`config.mk`:
```
export PLATFORM = sky130hd
export DESIGN_NAME = pss_host
export DESIGN_NICKNAME = d
export VERILOG_FILES = /design/src/pss_pkg.sv /design/src/pss_sync.sv /design/src/pss_host.sv
export SDC_FILE = /design/constraint.sdc
export NUM_CORES = 1
export LEC_CHECK = 0
export ABC_AREA = 1
export BUFFER_PORTS_ARGS = -buffer_cell sky130_fd_sc_hd__buf_2
export CORE_MARGIN = 5
export CORE_UTILIZATION = 40
export DETAILED_ROUTE_END_ITERATION = 6
export PLACE_DENSITY = 0.56
export RECOVER_POWER = 100
export SETUP_SLACK_MARGIN = 0.1
export SYNTH_ARGS = -nofsm -noshare
export SYNTH_HDL_FRONTEND = slang
export SYNTH_SLANG_ARGS = --single-unit
```
`constraint.sdc`:
```
create_clock -name i_clk_sys -period 6.4 [get_ports i_clk_sys]
set_input_delay 0.64 -clock i_clk_sys [delete_from_list [all_inputs] [get_ports i_clk_sys]]
set_output_delay 0.64 -clock i_clk_sys [all_outputs]
set_load 0.02 [all_outputs]
```
`src/pss_pkg.sv`:
```
// constants, types and command codes of the pressure sensor host port
// assumes a 40 MHz system clock; the sensor model repeats the command codes as literals

package pss_pkg;

	// ------------------------------------------------------------------
	// timing
	// ------------------------------------------------------------------
	localparam int unsigned CLK_PERIOD_NS = 25;
	localparam int unsigned SCL_PERIOD_NS = 2500;
	// longest quarter of a serial clock period, rounded down
	localparam int unsigned QTR_CYC       = SCL_PERIOD_NS / (4 * CLK_PERIOD_NS);
	localparam int unsigned QTR_W         = 5;
	localparam int unsigned CONV_TIME_US  = 10000;
	localparam int unsigned RESET_TIME_US = 3000;
	// least waits, rounded up to whole cycles
	localparam int unsigned CONV_CYC  =
		(CONV_TIME_US * 1000 + CLK_PERIOD_NS - 1) / CLK_PERIOD_NS;
	localparam int unsigned RESET_CYC =
		(RESET_TIME_US * 1000 + CLK_PERIOD_NS - 1) / CLK_PERIOD_NS;
	localparam int unsigned TMR_W     = 20;

	// ------------------------------------------------------------------
	// command bytes and fields
	// ------------------------------------------------------------------
	localparam logic [7:0] CMD_RESET    = 8'h1E;
	localparam logic [7:0] CMD_ADC_READ = 8'h00;
	localparam logic [7:0] CMD_PROM_RD  = 8'hA0;
	localparam logic [2:0] CONV_GROUP   = 3'h2;   // top three bits 010
	localparam logic [3:0] PROM_GROUP   = 4'hA;   // top nibble 1010
	localparam int unsigned FIELD_LSB   = 1;      // address / ratio field
	localparam int unsigned FIELD_W     = 3;
	localparam logic [1:0] ADC_BYTES    = 2'h3;
	localparam logic [1:0] PROM_BYTES   = 2'h2;

	// ------------------------------------------------------------------
	// two-wire addressing and sequencing
	// ------------------------------------------------------------------
	localparam logic [5:0] I2C_ADDR_BASE  = 6'h3B;   // 111011
	localparam logic       I2C_WRITE      = 1'h0;
	localparam logic       I2C_READ       = 1'h1;
	localparam logic [3:0] ACK_BIT        = 4'h8;
	localparam logic [3:0] LAST_BIT_SPI   = 4'h7;
	localparam logic [3:0] RECOVER_PULSES = 4'h9;
	localparam int unsigned PROM_WORDS    = 8;
	localparam logic [3:0] INIT_RESET     = 4'h1;
	localparam logic [3:0] INIT_PROM0     = 4'h2;
	localparam logic [3:0] INIT_DONE      = 4'hA;

	// ------------------------------------------------------------------
	// types
	// ------------------------------------------------------------------
	typedef enum logic [5:0] {
		S_IDLE  = 6'h01,
		S_RECOV = 6'h02,
		S_START = 6'h04,
		S_BYTE  = 6'h08,
		S_STOP  = 6'h10,
		S_DONE  = 6'h20
	} pss_state_e;

	typedef struct packed {
		logic [7:0] cmd;
	} pss_req_s;

	typedef struct packed {
		logic [23:0] data;
		logic        err;
	} pss_rsp_s;

endpackage

```
`src/pss_sync.sv`:
```
// two-flop synchroniser for pins that arrive from outside the clock
// assumes the inputs are levels that stay put for several clock cycles
`timescale 1ns/100ps

module pss_sync #(
	parameter int unsigned W = 2
) (
	// clock
	input  wire logic         i_clk_sys,
	// asynchronous levels and their synchronised copies
	input  wire logic [W-1:0] i_d,
	output logic      [W-1:0] o_q
);

	// --------------------------------------------------------------
	// one chain per bit; the first stage feeds only the second
	// --------------------------------------------------------------
	genvar g;
	generate
		for (g = 0; g < W; g++) begin : g_bit
			logic meta_reg;
			logic sync_reg;
			always_ff @(posedge i_clk_sys) begin
				meta_reg <= i_d[g];
				sync_reg <= meta_reg;
			end
			assign o_q[g] = sync_reg;
		end
	endgenerate

endmodule

```
`src/pss_host.sv`:
```
// host controller driving the pressure sensor over SPI or two-wire pins
// assumes pull-up on the shared data pin and a 40 MHz system clock
`timescale 1ns/100ps

module pss_host #(
	parameter int unsigned CONV_WAIT  = pss_pkg::CONV_CYC,
	parameter int unsigned RESET_WAIT = pss_pkg::RESET_CYC
) (
	// clock and reset
	input  wire logic              i_clk_sys,
	input  wire logic              i_reset,
	// straps caught during reset
	input  wire logic              i_i2c_mode,
	input  wire logic              i_select_level,
	// command request and answer
	input  wire logic              i_req_valid,
	input  wire pss_pkg::pss_req_s i_req,
	output logic                   o_req_ready,
	output logic                   o_rsp_valid,
	output pss_pkg::pss_rsp_s      o_rsp,
	// calibration words
	input  wire logic [2:0]        i_cal_idx,
	output logic [15:0]            o_cal_word,
	output logic                   o_cal_done,
	// sensor pins
	output logic                   o_protocol_select_pin,
	output logic                   o_select_pin_n,
	output logic                   o_sclk,
	output logic                   o_sda_o,
	output logic                   o_sda_oe,
	input  wire logic              i_sda_i,
	input  wire logic              i_sdo
);

	// --------------------------------------------------------------
	// declarations
	// --------------------------------------------------------------
	pss_pkg::pss_state_e state_reg, state_next;
	logic [pss_pkg::QTR_W-1:0] div_reg, div_next;
	logic [1:0]   q_reg, q_next, byte_reg, byte_next, len_reg, len_next;
	logic [1:0]   nread_reg, nread_next;
	logic [3:0]   bit_reg, bit_next, init_reg, init_next;
	logic [7:0]   sh_reg, sh_next, cmd_reg, cmd_next;
	logic [23:0]  res_reg, res_next;
	logic [pss_pkg::TMR_W-1:0] tmr_reg, tmr_next;
	logic [15:0]  cal_reg [pss_pkg::PROM_WORDS], cal_next [pss_pkg::PROM_WORDS];
	logic         mode_reg, sel_reg, wrfrm_reg, wrfrm_next, err_reg, err_next;
	logic         scl_reg, scl_next, sda_reg, sda_next, cs_reg, cs_next;
	logic         ready_reg, ready_next, rspv_reg, rspv_next;
	logic         reset_sent_reg, reset_sent_next;
	pss_pkg::pss_rsp_s rsp_reg, rsp_next;
	logic [15:0]  calw_reg;
	logic         cald_reg, sdao_reg, sdaoe_reg;
	logic [1:0]   pins_s;
	logic         tick, launch, rx_byte, last_byte, din, out_bit;
	logic [3:0]   last_bit;
	logic [7:0]   lcmd;

	// pin inputs pass two flops before use
	pss_sync #(.W(2)) u_sync (
		.i_clk_sys (i_clk_sys),
		.i_d       ({i_sda_i, i_sdo}),
		.o_q       (pins_s)
	);

	// --------------------------------------------------------------
	// byte engine helpers
	// --------------------------------------------------------------
	assign tick      = (div_reg == pss_pkg::QTR_W'(pss_pkg::QTR_CYC - 1));
	assign din       = mode_reg ? pins_s[1] : pins_s[0];
	assign last_bit  = mode_reg ? pss_pkg::ACK_BIT : pss_pkg::LAST_BIT_SPI;
	assign rx_byte   = (byte_reg != 2'h0) && !(mode_reg && wrfrm_reg);
	assign last_byte = (byte_reg == len_reg);
	// data released high on two-wire reads; host acks all but the last
	always_comb begin
		if (bit_reg == pss_pkg::ACK_BIT)
			out_bit = rx_byte ? last_byte : 1'b1;
		else if (rx_byte)
			out_bit = mode_reg;
		else
			out_bit = sh_reg[7];
	end

	// --------------------------------------------------------------
	// sequencer next state
	// --------------------------------------------------------------
	always_comb begin
		state_next = state_reg;   div_next   = tick ? '0 : div_reg + 1'b1;
		q_next     = q_reg;       bit_next   = bit_reg;
		byte_next  = byte_reg;    len_next   = len_reg;
		nread_next = nread_reg;   sh_next    = sh_reg;
		cmd_next   = cmd_reg;     res_next   = res_reg;
		err_next   = err_reg;     wrfrm_next = wrfrm_reg;
		scl_next   = scl_reg;     sda_next   = sda_reg;
		cs_next    = cs_reg;      init_next  = init_reg;
		rspv_next  = 1'b0;        rsp_next   = rsp_reg;
		cal_next   = cal_reg;     reset_sent_next = reset_sent_reg;
		tmr_next   = (tmr_reg != '0) ? tmr_reg - 1'b1 : tmr_reg;
		launch     = 1'b0;
		lcmd       = pss_pkg::CMD_ADC_READ;
		unique case (state_reg)
			pss_pkg::S_IDLE: begin
				if (tmr_reg == '0 && init_reg == 4'h0) begin
					// bus recovery first in two-wire mode
					init_next = pss_pkg::INIT_RESET;
					if (mode_reg) begin
						state_next = pss_pkg::S_RECOV;
						bit_next   = 4'h0;
						q_next     = 2'h0;
						div_next   = '0;
					end
				end else if (tmr_reg == '0 && init_reg == pss_pkg::INIT_RESET) begin
					launch = 1'b1;
					lcmd   = pss_pkg::CMD_RESET;
				end else if (tmr_reg == '0 && init_reg != pss_pkg::INIT_DONE) begin
					launch = 1'b1;
					lcmd   = pss_pkg::CMD_PROM_RD
						| {4'h0, init_reg[2:0] - 3'h2, 1'b0};
				end else if (ready_reg && i_req_valid) begin
					launch = 1'b1;
					lcmd   = i_req.cmd;
				end
			end
			pss_pkg::S_RECOV: begin
				sda_next = 1'b1;
				if (tick) begin
					q_next = q_reg + 1'b1;
					if (q_reg == 2'h0) scl_next = 1'b0;
					if (q_reg == 2'h2) scl_next = 1'b1;
					if (q_reg == 2'h3) begin
						bit_next = bit_reg + 1'b1;
						if (bit_reg == pss_pkg::RECOVER_PULSES - 1'b1)
							state_next = pss_pkg::S_IDLE;
					end
				end
			end
			pss_pkg::S_START: begin
				// data falls while the clock is high
				if (tick) begin
					q_next = q_reg + 1'b1;
					if (q_reg == 2'h0) begin
						sda_next = 1'b1;
						scl_next = 1'b1;
					end
					if (q_reg == 2'h1) sda_next = 1'b0;
					if (q_reg == 2'h2) scl_next = 1'b0;
					if (q_reg == 2'h3) state_next = pss_pkg::S_BYTE;
				end
			end
			pss_pkg::S_BYTE: begin
				// mode 0 timing: change while low, sample while high
				if (tick) begin
					q_next = q_reg + 1'b1;
					unique case (q_reg)
						2'h0: sda_next = out_bit;
						2'h1: scl_next = 1'b1;
						2'h2: begin
							// answers arrive most significant bit first
							if (rx_byte && bit_reg != pss_pkg::ACK_BIT)
								sh_next = {sh_reg[6:0], din};
							if (!rx_byte && bit_reg == pss_pkg::ACK_BIT && din)
								err_next = 1'b1;
						end
						2'h3: begin
							scl_next = 1'b0;
							bit_next = bit_reg + 1'b1;
							if (!rx_byte) sh_next = {sh_reg[6:0], 1'b0};
							if (bit_reg == last_bit) begin
								bit_next = 4'h0;
								// result words gather byte by byte
								if (rx_byte) res_next = {res_reg[15:0], sh_reg};
								if (last_byte || err_reg) begin
									state_next = pss_pkg::S_STOP;
								end else begin
									byte_next = byte_reg + 1'b1;
									sh_next   = cmd_reg;
								end
							end
						end
					endcase
				end
			end
			pss_pkg::S_STOP: begin
				if (tick) begin
					q_next = q_reg + 1'b1;
					if (q_reg == 2'h0) begin
						sda_next = 1'b0;
						if (!mode_reg) cs_next = 1'b1;
					end
					// data rises while the clock is high
					if (q_reg == 2'h1 && mode_reg) scl_next = 1'b1;
					if (q_reg == 2'h2 && mode_reg) sda_next = 1'b1;
					if (q_reg == 2'h3) begin
						state_next = pss_pkg::S_DONE;
						// read part is its own transaction
						if (mode_reg && wrfrm_reg && nread_reg != 2'h0 && !err_reg) begin
							state_next = pss_pkg::S_START;
							wrfrm_next = 1'b0;
							len_next   = nread_reg;
							byte_next  = 2'h0;
							sh_next    = {pss_pkg::I2C_ADDR_BASE, ~sel_reg,
								pss_pkg::I2C_READ};
						end
					end
				end
			end
			pss_pkg::S_DONE: begin
				state_next = pss_pkg::S_IDLE;
				rsp_next   = '{data: res_reg, err: err_reg};
				rspv_next  = (init_reg == pss_pkg::INIT_DONE);
				if (init_reg != pss_pkg::INIT_DONE) init_next = init_reg + 1'b1;
				if (init_reg >= pss_pkg::INIT_PROM0 && init_reg != pss_pkg::INIT_DONE)
					cal_next[cmd_reg[pss_pkg::FIELD_LSB +: pss_pkg::FIELD_W]] =
						res_reg[15:0];
				// hold off reads until the conversion is done
				if (cmd_reg[7:5] == pss_pkg::CONV_GROUP)
					tmr_next = pss_pkg::TMR_W'(CONV_WAIT);
				if (cmd_reg == pss_pkg::CMD_RESET) begin
					tmr_next        = pss_pkg::TMR_W'(RESET_WAIT);
					reset_sent_next = 1'b1;
				end
			end
			default: state_next = pss_pkg::S_IDLE;
		endcase
		// answer length follows the command byte
		if (launch) begin
			cmd_next   = lcmd;
			nread_next = (lcmd == pss_pkg::CMD_ADC_READ) ? pss_pkg::ADC_BYTES
				: (lcmd[7:4] == pss_pkg::PROM_GROUP) ? pss_pkg::PROM_BYTES : 2'h0;
			err_next   = 1'b0;
			res_next   = '0;
			byte_next  = 2'h0;
			bit_next   = 4'h0;
			q_next     = 2'h0;
			div_next   = '0;
			if (mode_reg) begin
				// address carries the inverted select level
				state_next = pss_pkg::S_START;
				wrfrm_next = 1'b1;
				len_next   = 2'h1;
				sh_next    = {pss_pkg::I2C_ADDR_BASE, ~sel_reg, pss_pkg::I2C_WRITE};
			end else begin
				// select held low for the whole SPI frame
				state_next = pss_pkg::S_BYTE;
				cs_next    = 1'b0;
				len_next   = nread_next;
				sh_next    = lcmd;
			end
		end
		// no new command while the wait timer runs
		ready_next = (state_next == pss_pkg::S_IDLE) && (tmr_next == '0)
			&& (init_next == pss_pkg::INIT_DONE);
	end

	// --------------------------------------------------------------
	// registers; straps are caught while reset is held
	// --------------------------------------------------------------
	always_ff @(posedge i_clk_sys) begin
		if (i_reset) begin
			state_reg <= pss_pkg::S_IDLE;   div_reg   <= '0;
			q_reg     <= 2'h0;              bit_reg   <= 4'h0;
			byte_reg  <= 2'h0;              len_reg   <= 2'h0;
			nread_reg <= 2'h0;              sh_reg    <= 8'h00;
			cmd_reg   <= 8'h00;             res_reg   <= 24'h000000;
			err_reg   <= 1'b0;              wrfrm_reg <= 1'b0;
			tmr_reg   <= '0;                init_reg  <= 4'h0;
			ready_reg <= 1'b0;              rspv_reg  <= 1'b0;
			rsp_reg   <= '0;                reset_sent_reg <= 1'b0;
			cal_reg   <= '{default: 16'h0000};
			calw_reg  <= 16'h0000;
			cald_reg  <= 1'b0;              sdao_reg  <= ~i_i2c_mode;
			sdaoe_reg <= ~i_i2c_mode;
			mode_reg  <= i_i2c_mode;
			sel_reg   <= i_select_level;
			scl_reg   <= i_i2c_mode;
			sda_reg   <= 1'b1;
			cs_reg    <= i_i2c_mode ? i_select_level : 1'b1;
		end else begin
			state_reg <= state_next;        div_reg   <= div_next;
			q_reg     <= q_next;            bit_reg   <= bit_next;
			byte_reg  <= byte_next;         len_reg   <= len_next;
			nread_reg <= nread_next;        sh_reg    <= sh_next;
			cmd_reg   <= cmd_next;          res_reg   <= res_next;
			err_reg   <= err_next;          wrfrm_reg <= wrfrm_next;
			tmr_reg   <= tmr_next;          init_reg  <= init_next;
			ready_reg <= ready_next;        rspv_reg  <= rspv_next;
			rsp_reg   <= rsp_next;          reset_sent_reg <= reset_sent_next;
			cal_reg   <= cal_next;          calw_reg  <= cal_next[i_cal_idx];
			scl_reg   <= scl_next;          sda_reg   <= sda_next;
			cs_reg    <= cs_next;
			cald_reg  <= (init_next == pss_pkg::INIT_DONE);
			// pin drive registered so the pads see no decode glitches
			sdao_reg  <= sda_next & ~mode_reg;
			sdaoe_reg <= ~mode_reg | ~sda_next;
		end
	end

	// outputs straight from flops; two-wire data only ever pulls low
	assign o_req_ready           = ready_reg;
	assign o_rsp_valid           = rspv_reg;
	assign o_rsp                 = rsp_reg;
	assign o_cal_word            = calw_reg;
	assign o_cal_done            = cald_reg;
	assign o_protocol_select_pin = mode_reg;
	assign o_select_pin_n        = cs_reg;
	assign o_sclk                = scl_reg;
	assign o_sda_o               = sdao_reg;
	assign o_sda_oe              = sdaoe_reg;
endmodule

```
==> results of run 1 <==
## cells by family (layout without fill, tap and decap cells)
kind of cell,after synthesis,after routing,synth area share [%]
other cells,0,2,0
buf+inv,282,312,8.764
mux,4,4,0.3155
simple gates,862,862,29.17
fa+ha+maj,15,15,1.479
compound gates,378,378,16.24
xor+xnor,13,13,0.8971
flops,272,272,43.14
## worst max-delay path, stage by stage (launching register included)
cell and delay, ns:
dfxtp_1 0.43, inv_1 0.14, ha_1 0.23, nand3_1 0.22, nand2_1 0.16, nor2_2 0.10, clkbuf_1 0.76, nand3_1 1.13
o21ai_0 0.72, o211ai_1 0.15, nand3_1 0.11, nand2_1 0.06, nor2_1 0.10
## final timing paths
| path | endpoint | startpoint | slack, ns | depth (start not counted) |
|---|---|---|---|---|
| worst max-delay path | o_cal_word[4] | init_reg[0] | 2.04 | 12 |
| worst min-delay path | u_sync.g_bit[1].meta_reg | i_sda_i | 0.19 | 1 |
| worst max register to register | o_cal_word[4] | init_reg[0] | 2.04 | 12 |
| worst min register to register | u_sync.g_bit[1].sync_reg | u_sync.g_bit[1].meta_reg | 0.33 | 0 |
## cells in the final DEF, fill, tap and decap left out, drive strengths merged, types with 33 or more instances in the layout
master  count
a21oi     172
clkbuf     99
dfxtp     269
inv       176
nand2     337
nand3     106
nand4      40
nor2      320
o211ai     33
o21ai     141
## cells in the mapped netlist, drive strengths merged
cell,number
nand2,337
nor2,320
dfxtp,269
inv,175
a21oi,172
o21ai,141
nand3,106
clkbuf,73
nand4,40
o211ai,33
buf,28
nor3,25
or2,23
ha,15
a31oi,7
xnor2,7
clkinv,6
o21a,6
xor2,6
a211oi,5
mux2i,4
edfxtp,3
nand2b,3
nor3b,3
o21bai,3
o22ai,3
a31o,2
nand3b,2
nor4,2
o221ai,2
a21o,1
and3,1
o2111ai,1
o311ai,1
o31ai,1
## metal layers
metal / routed length, um / part of all wire, % / vias up
met2: 16660 / 44 / 260
met3: 1893 / 5.1 / 48
met1: 18160 / 48 / 5526
li1: - / - / 5964
met5: 0 / 0 / -
met4: 760 / 2.0 / 0
## stage by stage
stage	hold slack (ns)	cells	area, um2
after global routing	0.1670	2258	14070
final	0.1908	2260	14080
after global placement	0.3117	2206	13200
after floorplan	0.3096	1826	12690
after detailed placement	0.3121	2206	13200
after CTS	0.1654	2258	14170
## cell type report
| type | count | area [um2] |
|---|---|---|
| Timing Repair Buffer | 79 | 355.3 |
| Multi-Input combinational cell | 1272 | 6081 |
| Fill cell | 3292 | 17400 |
| Sequential cell | 272 | 5475 |
| Inverter | 181 | 681.9 |
| Clock buffer | 45 | 897.1 |
| Tap cell | 402 | 503.0 |
| Clock inverter | 7 | 80.08 |
| Antenna cell | 2 | 5.005 |
## power groups by stage
| stage | sequential [W] | clock (W) | combinational, W |
|---|---|---|---|
| final | 0.00197 | 0.00170 | 0.00148 |
| after global routing | 0.00199 | 0.00181 | 0.00169 |
| after CTS | 0.00197 | 0.00174 | 0.00149 |
| after detailed placement | 0.00200 | 0 | 0.00149 |
| after global placement | 0.00200 | 0 | 0.00148 |
| after floorplan | 0.00198 | 0 | 0.00117 |
==> flow_summary.yaml, run 1 <==
worst_setup_path:
  crit_type: "flop to flop"
  arrival_ns: 4.86
  crit_required_ns: 6.91
  path_max_fanout: 27
  cp-end-kind: "flop"
  startpoint_type: "flop"
finish:
  largest_reg_flops: 128
  syn_to_final_growth_pct: 10.92
  fin_util_pct: 44.73
  drive_gt1_share_pct: 6.466
  nNetsFinal: 1868
die:
  pin_count: 67
  initial_core_util_pct: 40.33
  fp-row-count: 65
  die_y_um: 188.1
  die_area_um2: 35390
  design.core.area_um2: 31470
  chipWidth_um: 188.1
cts:
  insertion_delay_ns: 0.57
  cts_buffer_depth: 3
  cts_tree: "built"
  cts_hold_buf: 0
  path_clk_slew_ns: 0.06
  cts_made_buffers: 29
  clock_sinks: 272
  clockRootBuffer: "clkbuf_16"
  cts_setup_buffers: 0
  cts.repair.resized: 0
  htreeDepth: 1
grt:
  grt_max_degree: 79
  busiest_layer: "met2"
  grt_pass1_vias: 11053
  grt_pass1_wl_um: 59860
  grt_usage_pct: 20.46
  antenna_found_initial: 1
  grt_overflow_total: 0
  grtUsageMet2_pct: 33.07
  grt_use_met3_pct: 2.513
  grt_use_met1_pct: 29.20
pwr:
  power_frac_seq_pct: 38.2
  clockPowerShare_pct: 33.1
  power.density_nw_per_um2: 365.9
  intPower_w: 0.003321
  power_frac_comb_pct: 28.7
  finalPower_w: 0.005152
  p_leak_nw: 5.725
  vdd_drop_max_mv: 0.2258
  power_switching_w: 0.001831
  switching_share_pct: 35.54
routing:
  wl_per_cell_um: 16.58
  vias: 11798
  drtPass1Iterations: 5
  route.detailed.drc: 0
  wirelength_um: 37470
  via_per_inst: 5.220
  antenna_left: 0
  first_iter_violations: 889
sta:
  fin_worst_skew_ns: 0.02300
  finalSetupTns_ns: 0
  final-hold-violation-count: 0
  relSlewSlack_pct: -87.52
  rsz0062_at_grt: "false"
  tightest_slew_ns: 2.813
  drv_slew: 57
  finalSetupViolCount: 0
  clock.fmax_mhz: 229.5
  fin_crit_sh_pct: 68.09
  timing.final.crit_period_ns: 4.358
  setup_ws_ns: 2.042
placed_design:
  post-place-ws_ns: 3.176
  place_hpwl_um: 24850
  io_buffer_count: 66
  gp_congestion: 0.8902
status:
  violations: "max-capacitance violations, max-slew violations"
  outcome: "finished, violations left"
synthesis:
  synth_area_um2: 12690
  synth-seq-area-share_pct: 43.14
  synth_area_leaders: "dfxtp_1 42%, nand2_1 9.8%, nor2_1 9.2%"
  yosysTopAreaCellShare_pct: 42.43
  avgSynthCellArea_um2: 6.951
  synth_cells: 1826
  synthesis.nets: 1859
  synth_seq_cells: 272
  yosys_warnings: 0
  ys_types: 49
  synth_top_area_cell: "dfxtp_1"
min_path:
  min_path_type: "input port to flop"
job:
  maxCapViolations: 2
Note: power is estimated with default switching activity, not from simulation.
==> inputs of run 2 (changes only) <==
ABC_AREA = 0   (was 1)
clock period = 4.3 ns   (was 6.4 ns; I/O delays follow)
==> flow_summary.yaml, run 2 <==
status:
  outcome: "finished, violations left"
  violations: "max-capacitance violations, max-slew violations"
die:
  die_y_um: 187.5
  die_area_um2: 35170
  design.core.area_um2: 31310
  chipWidth_um: 187.5
  initial_core_util_pct: 40.27
  fp-row-count: 65
  pin_count: 67
cts:
  cts_made_buffers: 31
  insertion_delay_ns: 0.56
  cts_setup_buffers: 0
  cts_hold_buf: 2
  path_clk_slew_ns: 0.06
  cts.repair.resized: 0
  clock_sinks: 272
  cts_tree: "built"
  htreeDepth: 1
  clockRootBuffer: "clkbuf_16"
  cts_buffer_depth: 3
finish:
  final_common_cell: "nand2_1"
  final-seq-area_um2: 5475
  layout.cells.non_filler: 2024
  diodes: 0
  nNetsFinal: 1634
  mostFrequentLayoutCells: "373 x nand2_1, 269 x dfxtp_1, 258 x a21oi_1"
  fill_cells: 3130
  syn_to_final_growth_pct: 11.81
  multiInputGateArea_um2: 6526
  largest_reg_flops: 128
  drive_gt1_share_pct: 7.891
synthesis:
  ys_types: 86
  async_flop_share_pct: 0
  synth_cells: 1585
  synth_area_um2: 12610
  yosysTopAreaCellShare_pct: 42.71
  ys.flop_type: "dfxtp_1"
  synthesis.nets: 1618
  yosys_warnings: 0
  synth.top_cells.by_count: "373 x nand2_1, 269 x dfxtp_1, 258 x a21oi_1"
  synth_seq_cells: 272
  synth_top_area_cell: "dfxtp_1"
  avgSynthCellArea_um2: 7.955
  synth-edff-count: 3
  synth-seq-area-share_pct: 43.43
  synth_area_leaders: "dfxtp_1 43%, nand2_1 11%, a21oi_1 10%"
  yosysMostFrequentCell: "nand2_1"
pwr:
  clockPowerShare_pct: 35.8
  power_frac_comb_pct: 25.6
  finalPower_w: 0.007306
  p_leak_nw: 4.738
  power.density_nw_per_um2: 518.2
  switching_share_pct: 33.24
  intPower_w: 0.004877
  vdd_drop_max_mv: 0.3322
  power_frac_seq_pct: 38.6
  power_switching_w: 0.002428
placed_design:
  place_inst: 1968
  io_buffer_count: 66
  gp_congestion: 0.8875
  place_hpwl_um: 26380
  post-place-ws_ns: 1.017
grt:
  grt_pass1_vias: 11321
  antenna_found_initial: 0
  grt_usage_pct: 22.50
  grt_overflow_total: 0
  grt_max_degree: 114
  grt_pass1_wl_um: 65230
worst_setup_path:
  crit_type: "flop to flop"
  arrival_ns: 4.14
  path_max_fanout: 35
  cp-end-kind: "flop"
  crit_required_ns: 4.73
  startpoint_type: "flop"
  r2r_setup_slack_ns: 0.59
sta:
  holdWs_ns: 0.07317
  fin_crit_sh_pct: 86.22
  relSlewSlack_pct: -66.97
  timing.final.crit_period_ns: 3.708
  rsz0062_at_grt: "false"
  finalSetupTns_ns: 0
  final-hold-violation-count: 0
  setup_ws_ns: 0.5925
  drv_slew: 147
  finalSetupViolCount: 0
  clock.fmax_mhz: 269.7
  fin_worst_skew_ns: 0.01420
  tightest_slew_ns: 2.504
routing:
  wl_per_cell_um: 20.10
  wirelength_um: 40690
  vias: 11666
  via_per_inst: 5.764
  first_iter_violations: 1111
  drtPass1Iterations: 6
  antenna_left: 0
  route.detailed.drc: 0
min_path:
  min_path_type: "input port to flop"
job:
  maxCapViolations: 3
==> run 2: logic make-up after synthesis <==
family / count (synthesis) / share of synthesized area [%]
flops: 272 / 43.43
compound gates: 463 / 23.18
buf+inv: 139 / 4.823
xor+xnor: 21 / 1.459
fa+ha+maj: 16 / 1.568
simple gates: 649 / 23.54
mux: 25 / 2.005
==> run 2: cell type report <==
type                    instances  share of cell area, %
clock buffers                  43                  6.248
clock inverters                11                 0.8520
inverters                      21                 0.5592
multi-input cells            1174                  46.29
flip-flops and latches        272                  38.84
well taps                     402                  3.568
repair buffers                101                  3.639
==> run 2: worst max-delay path, stage by stage (launching register included) <==
cell and delay [ns]:
dfxtp_1 0.36, or4_1 0.61, or2_0 0.50, buf_4 0.39
nor3_1 1.42, nand2_1 0.12, a21oi_1 0.19
==> run 2: final timing paths <==
path                                  from                  endpoint  cells after the start
hold reg to reg   u_sync.g_bit[0].meta_reg  u_sync.g_bit[0].sync_reg                      0
hold / removal              i_select_level                   sel_reg                      1
setup / recovery              state_reg[2]               cal_reg[12]                      6
setup reg to reg              state_reg[2]               cal_reg[12]                      6
==> run 2: routing by layer <==
metal	up-vias	share of wire [%]	wire (um)	global-route usage, %
li1	5650	-	-	-
met1	5570	46	18800	31.81
met2	370	45	18250	35.64
met3	76	5.4	2186	2.774
met4	0	3.6	1450	7.820
met5	-	0	0	0
==> run 2: metrics by stage <==
step,area [um2],utilization [%]
final,14100,45.02
after global routing,14100,45.02
after CTS,14230,45.46
after detailed placement,13210,42.20
after global placement,13210,42.20
after floorplan,12610,-
==> run 2: power groups by stage <==
stage,Combinational (W),Sequential [W],Clock [W]
after global placement,0.00187,0.00287,0
after detailed placement,0.00186,0.00288,0
final,0.00187,0.00282,0.00261
after global routing,0.00205,0.00285,0.00276
after CTS,0.00188,0.00282,0.00266
after floorplan,0.00132,0.00284,0
==> inputs of run 3 (changes only) <==
SYNTH_HIERARCHICAL = 1   (was unset)
==> flow_summary.yaml, run 3 <==
status:
  outcome: "finished, violations left"
  violations: "max-capacitance violations, max-slew violations"
synthesis:
  avgSynthCellArea_um2: 7.834
  async_flop_share_pct: 0
  synth_area_leaders: "dfxtp_1 43%, nand2_1 11%, a21oi_1 9.0%"
  synth-seq-area-share_pct: 43.33
  synth_cells: 1613
  synth_seq_cells: 272
  synth.top_cells.by_count: "366 x nand2_1, 269 x dfxtp_1, 226 x a21oi_1"
  synth_area_um2: 12640
  ys.flop_type: "dfxtp_1"
  synth_top_area_cell: "dfxtp_1"
  synthesis.nets: 1646
  synth-edff-count: 3
  ys_types: 77
  yosysMostFrequentCell: "nand2_1"
  yosysTopAreaCellShare_pct: 42.62
  yosys_warnings: 6
worst_setup_path:
  startpoint_type: "flop"
  path_cells: "inv_1 -> ha_1 -> or3b_1 -> or2_0 -> nor3_1 -> o21ai_0 -> buf_4 -> and2_0 -> or3_1 -> o22ai_1"
  critPathSlowestCell: "nor3_1"
  critPathBufInv: 2
  cp-end-kind: "flop"
  crit_required_ns: 4.75
  crit_type: "flop to flop"
  worst_path_dominant_cell_family: "simple AND/OR/NAND/NOR gates"
  max_stage_delay_ns: 0.75
  path_max_fanout: 17
  arrival_ns: 4.11
die:
  die_area_um2: 35240
  die_y_um: 187.7
  initial_core_util_pct: 40.25
  fp-row-count: 65
  chipWidth_um: 187.7
  design.core.area_um2: 31390
  pin_count: 67
pwr:
  vdd_drop_max_mv: 0.3123
  power.density_nw_per_um2: 517.9
  p_leak_nw: 5.060
cts:
  clockRootBuffer: "clkbuf_16"
  cts_tree: "built"
  cts_buffer_depth: 3
  cts_setup_buffers: 0
  path_clk_slew_ns: 0.06
  cts_hold_buf: 2
  htreeDepth: 1
  clock_sinks: 272
  cts_made_buffers: 31
  cts.repair.resized: 0
  insertion_delay_ns: 0.56
routing:
  first_iter_violations: 930
  wl_per_cell_um: 20.03
  wirelength_um: 41090
  vias: 11912
  antenna_left: 0
  via_per_inst: 5.808
  drtPass1Iterations: 5
  route.detailed.drc: 0
min_path:
  min_path_type: "input port to flop"
finish:
  final_common_cell: "nand2_1"
  largest_reg_flops: 128
  layout.cells.non_filler: 2051
  nNetsFinal: 1663
  fin_util_pct: 45.12
  diodes: 0
  syn_to_final_growth_pct: 12.09
  mostFrequentLayoutCells: "366 x nand2_1, 269 x dfxtp_1, 227 x a21oi_1"
  drive_gt1_share_pct: 6.671
placed_design:
  io_buffer_count: 66
  place_hpwl_um: 27710
  gp_congestion: 0.8802
  place_inst: 1997
sta:
  relSlewSlack_pct: -46.66
  finalSetupViolCount: 0
  finalSetupTns_ns: 0
  final-hold-violation-count: 0
  tightest_slew_ns: 2.200
  clock.fmax_mhz: 273.5
  timing.final.crit_period_ns: 3.657
  rsz0062_at_grt: "false"
  fin_worst_skew_ns: 0.01031
  drv_slew: 48
  fin_crit_sh_pct: 85.04
grt:
  grt_usage_pct: 22.18
  grt_pass1_wl_um: 64330
  grt_max_degree: 86
  grt_pass1_vias: 11144
  antenna_found_initial: 0
  grt_overflow_total: 0
job:
  maxCapViolations: 1
[run 3: cell type report]
cell class | count | area (um2)
clock buffers | 45 | 928.4
clock inverters | 7 | 63.81
fillers | 3194 | 17230
flip-flops and latches | 272 | 5475
well taps | 402 | 503.0
multi-input cells | 1202 | 6585
inverters | 21 | 78.83
repair buffers | 102 | 529.3
[run 3: layer usage]
metal,vias to the layer above,GRT usage [%],share of wire [%]
met3,83,2.960,6.3
met5,-,0,0
met2,443,37.65,48
met4,0,6.719,3.1
li1,5730,-,-
met1,5656,29.54,43
[run 3: logic make-up (layout without fill, tap and decap cells)]
group | after synthesis | in the layout | synth area share (%)
AOI/OAI and AO/OA | 441 | 441 | 22.34
muxes | 25 | 25 | 1.990
DFF | 272 | 272 | 43.33
adders and majority gates | 15 | 15 | 1.485
xor gates and xnor gates | 22 | 22 | 1.525
buffers and inverters | 139 | 175 | 4.228
and+or+nand+nor | 699 | 699 | 25.10
[run 3: worst register-to-register path, stage by stage (launching register included)]
cell	delay [ns]
dfxtp_1	0.32
inv_1	0.09
ha_1	0.25
or3b_1	0.50
or2_0	0.53
nor3_1	0.75
o21ai_0	0.15
buf_4	0.24
and2_0	0.20
or3_1	0.37
o22ai_1	0.14
[run 3: path summary, 6_finish.rpt]
check / slack [ns] / cells after the start / startpoint / to
worst max-delay path: 0.64 / 10 / tmr_reg[0] / sh_reg[5]
worst min-delay path: 0.06 / 1 / i_select_level / sel_reg
worst max register to register: 0.64 / 10 / tmr_reg[0] / sh_reg[5]
worst min register to register: 0.33 / 0 / u_sync/g_bit[1].meta_reg / u_sync/g_bit[1].sync_reg
[run 3: per-stage QoR]
step                      total power [W]  worst slack (ns)  cell area (um2)  hold WS [ns]
after floorplan                  0.004379             1.377            12640        0.3096
after CTS                        0.007451            0.8806            14320       0.04009
after global placement           0.004850            0.9829            13310        0.3099
after global routing             0.007721            0.2945            14160       0.04286
final                            0.007336            0.6433            14160       0.06348
after detailed placement         0.004858            0.8936            13310        0.3136
[run 3: power breakdown]
group | internal, W | total [W] | switching [W]
sequential | 0.00270 | 0.00294 | 0.000230
clock | 0.00154 | 0.00258 | 0.00105
combinational | 0.000650 | 0.00182 | 0.00117
total | 0.00489 | 0.00734 | 0.00245
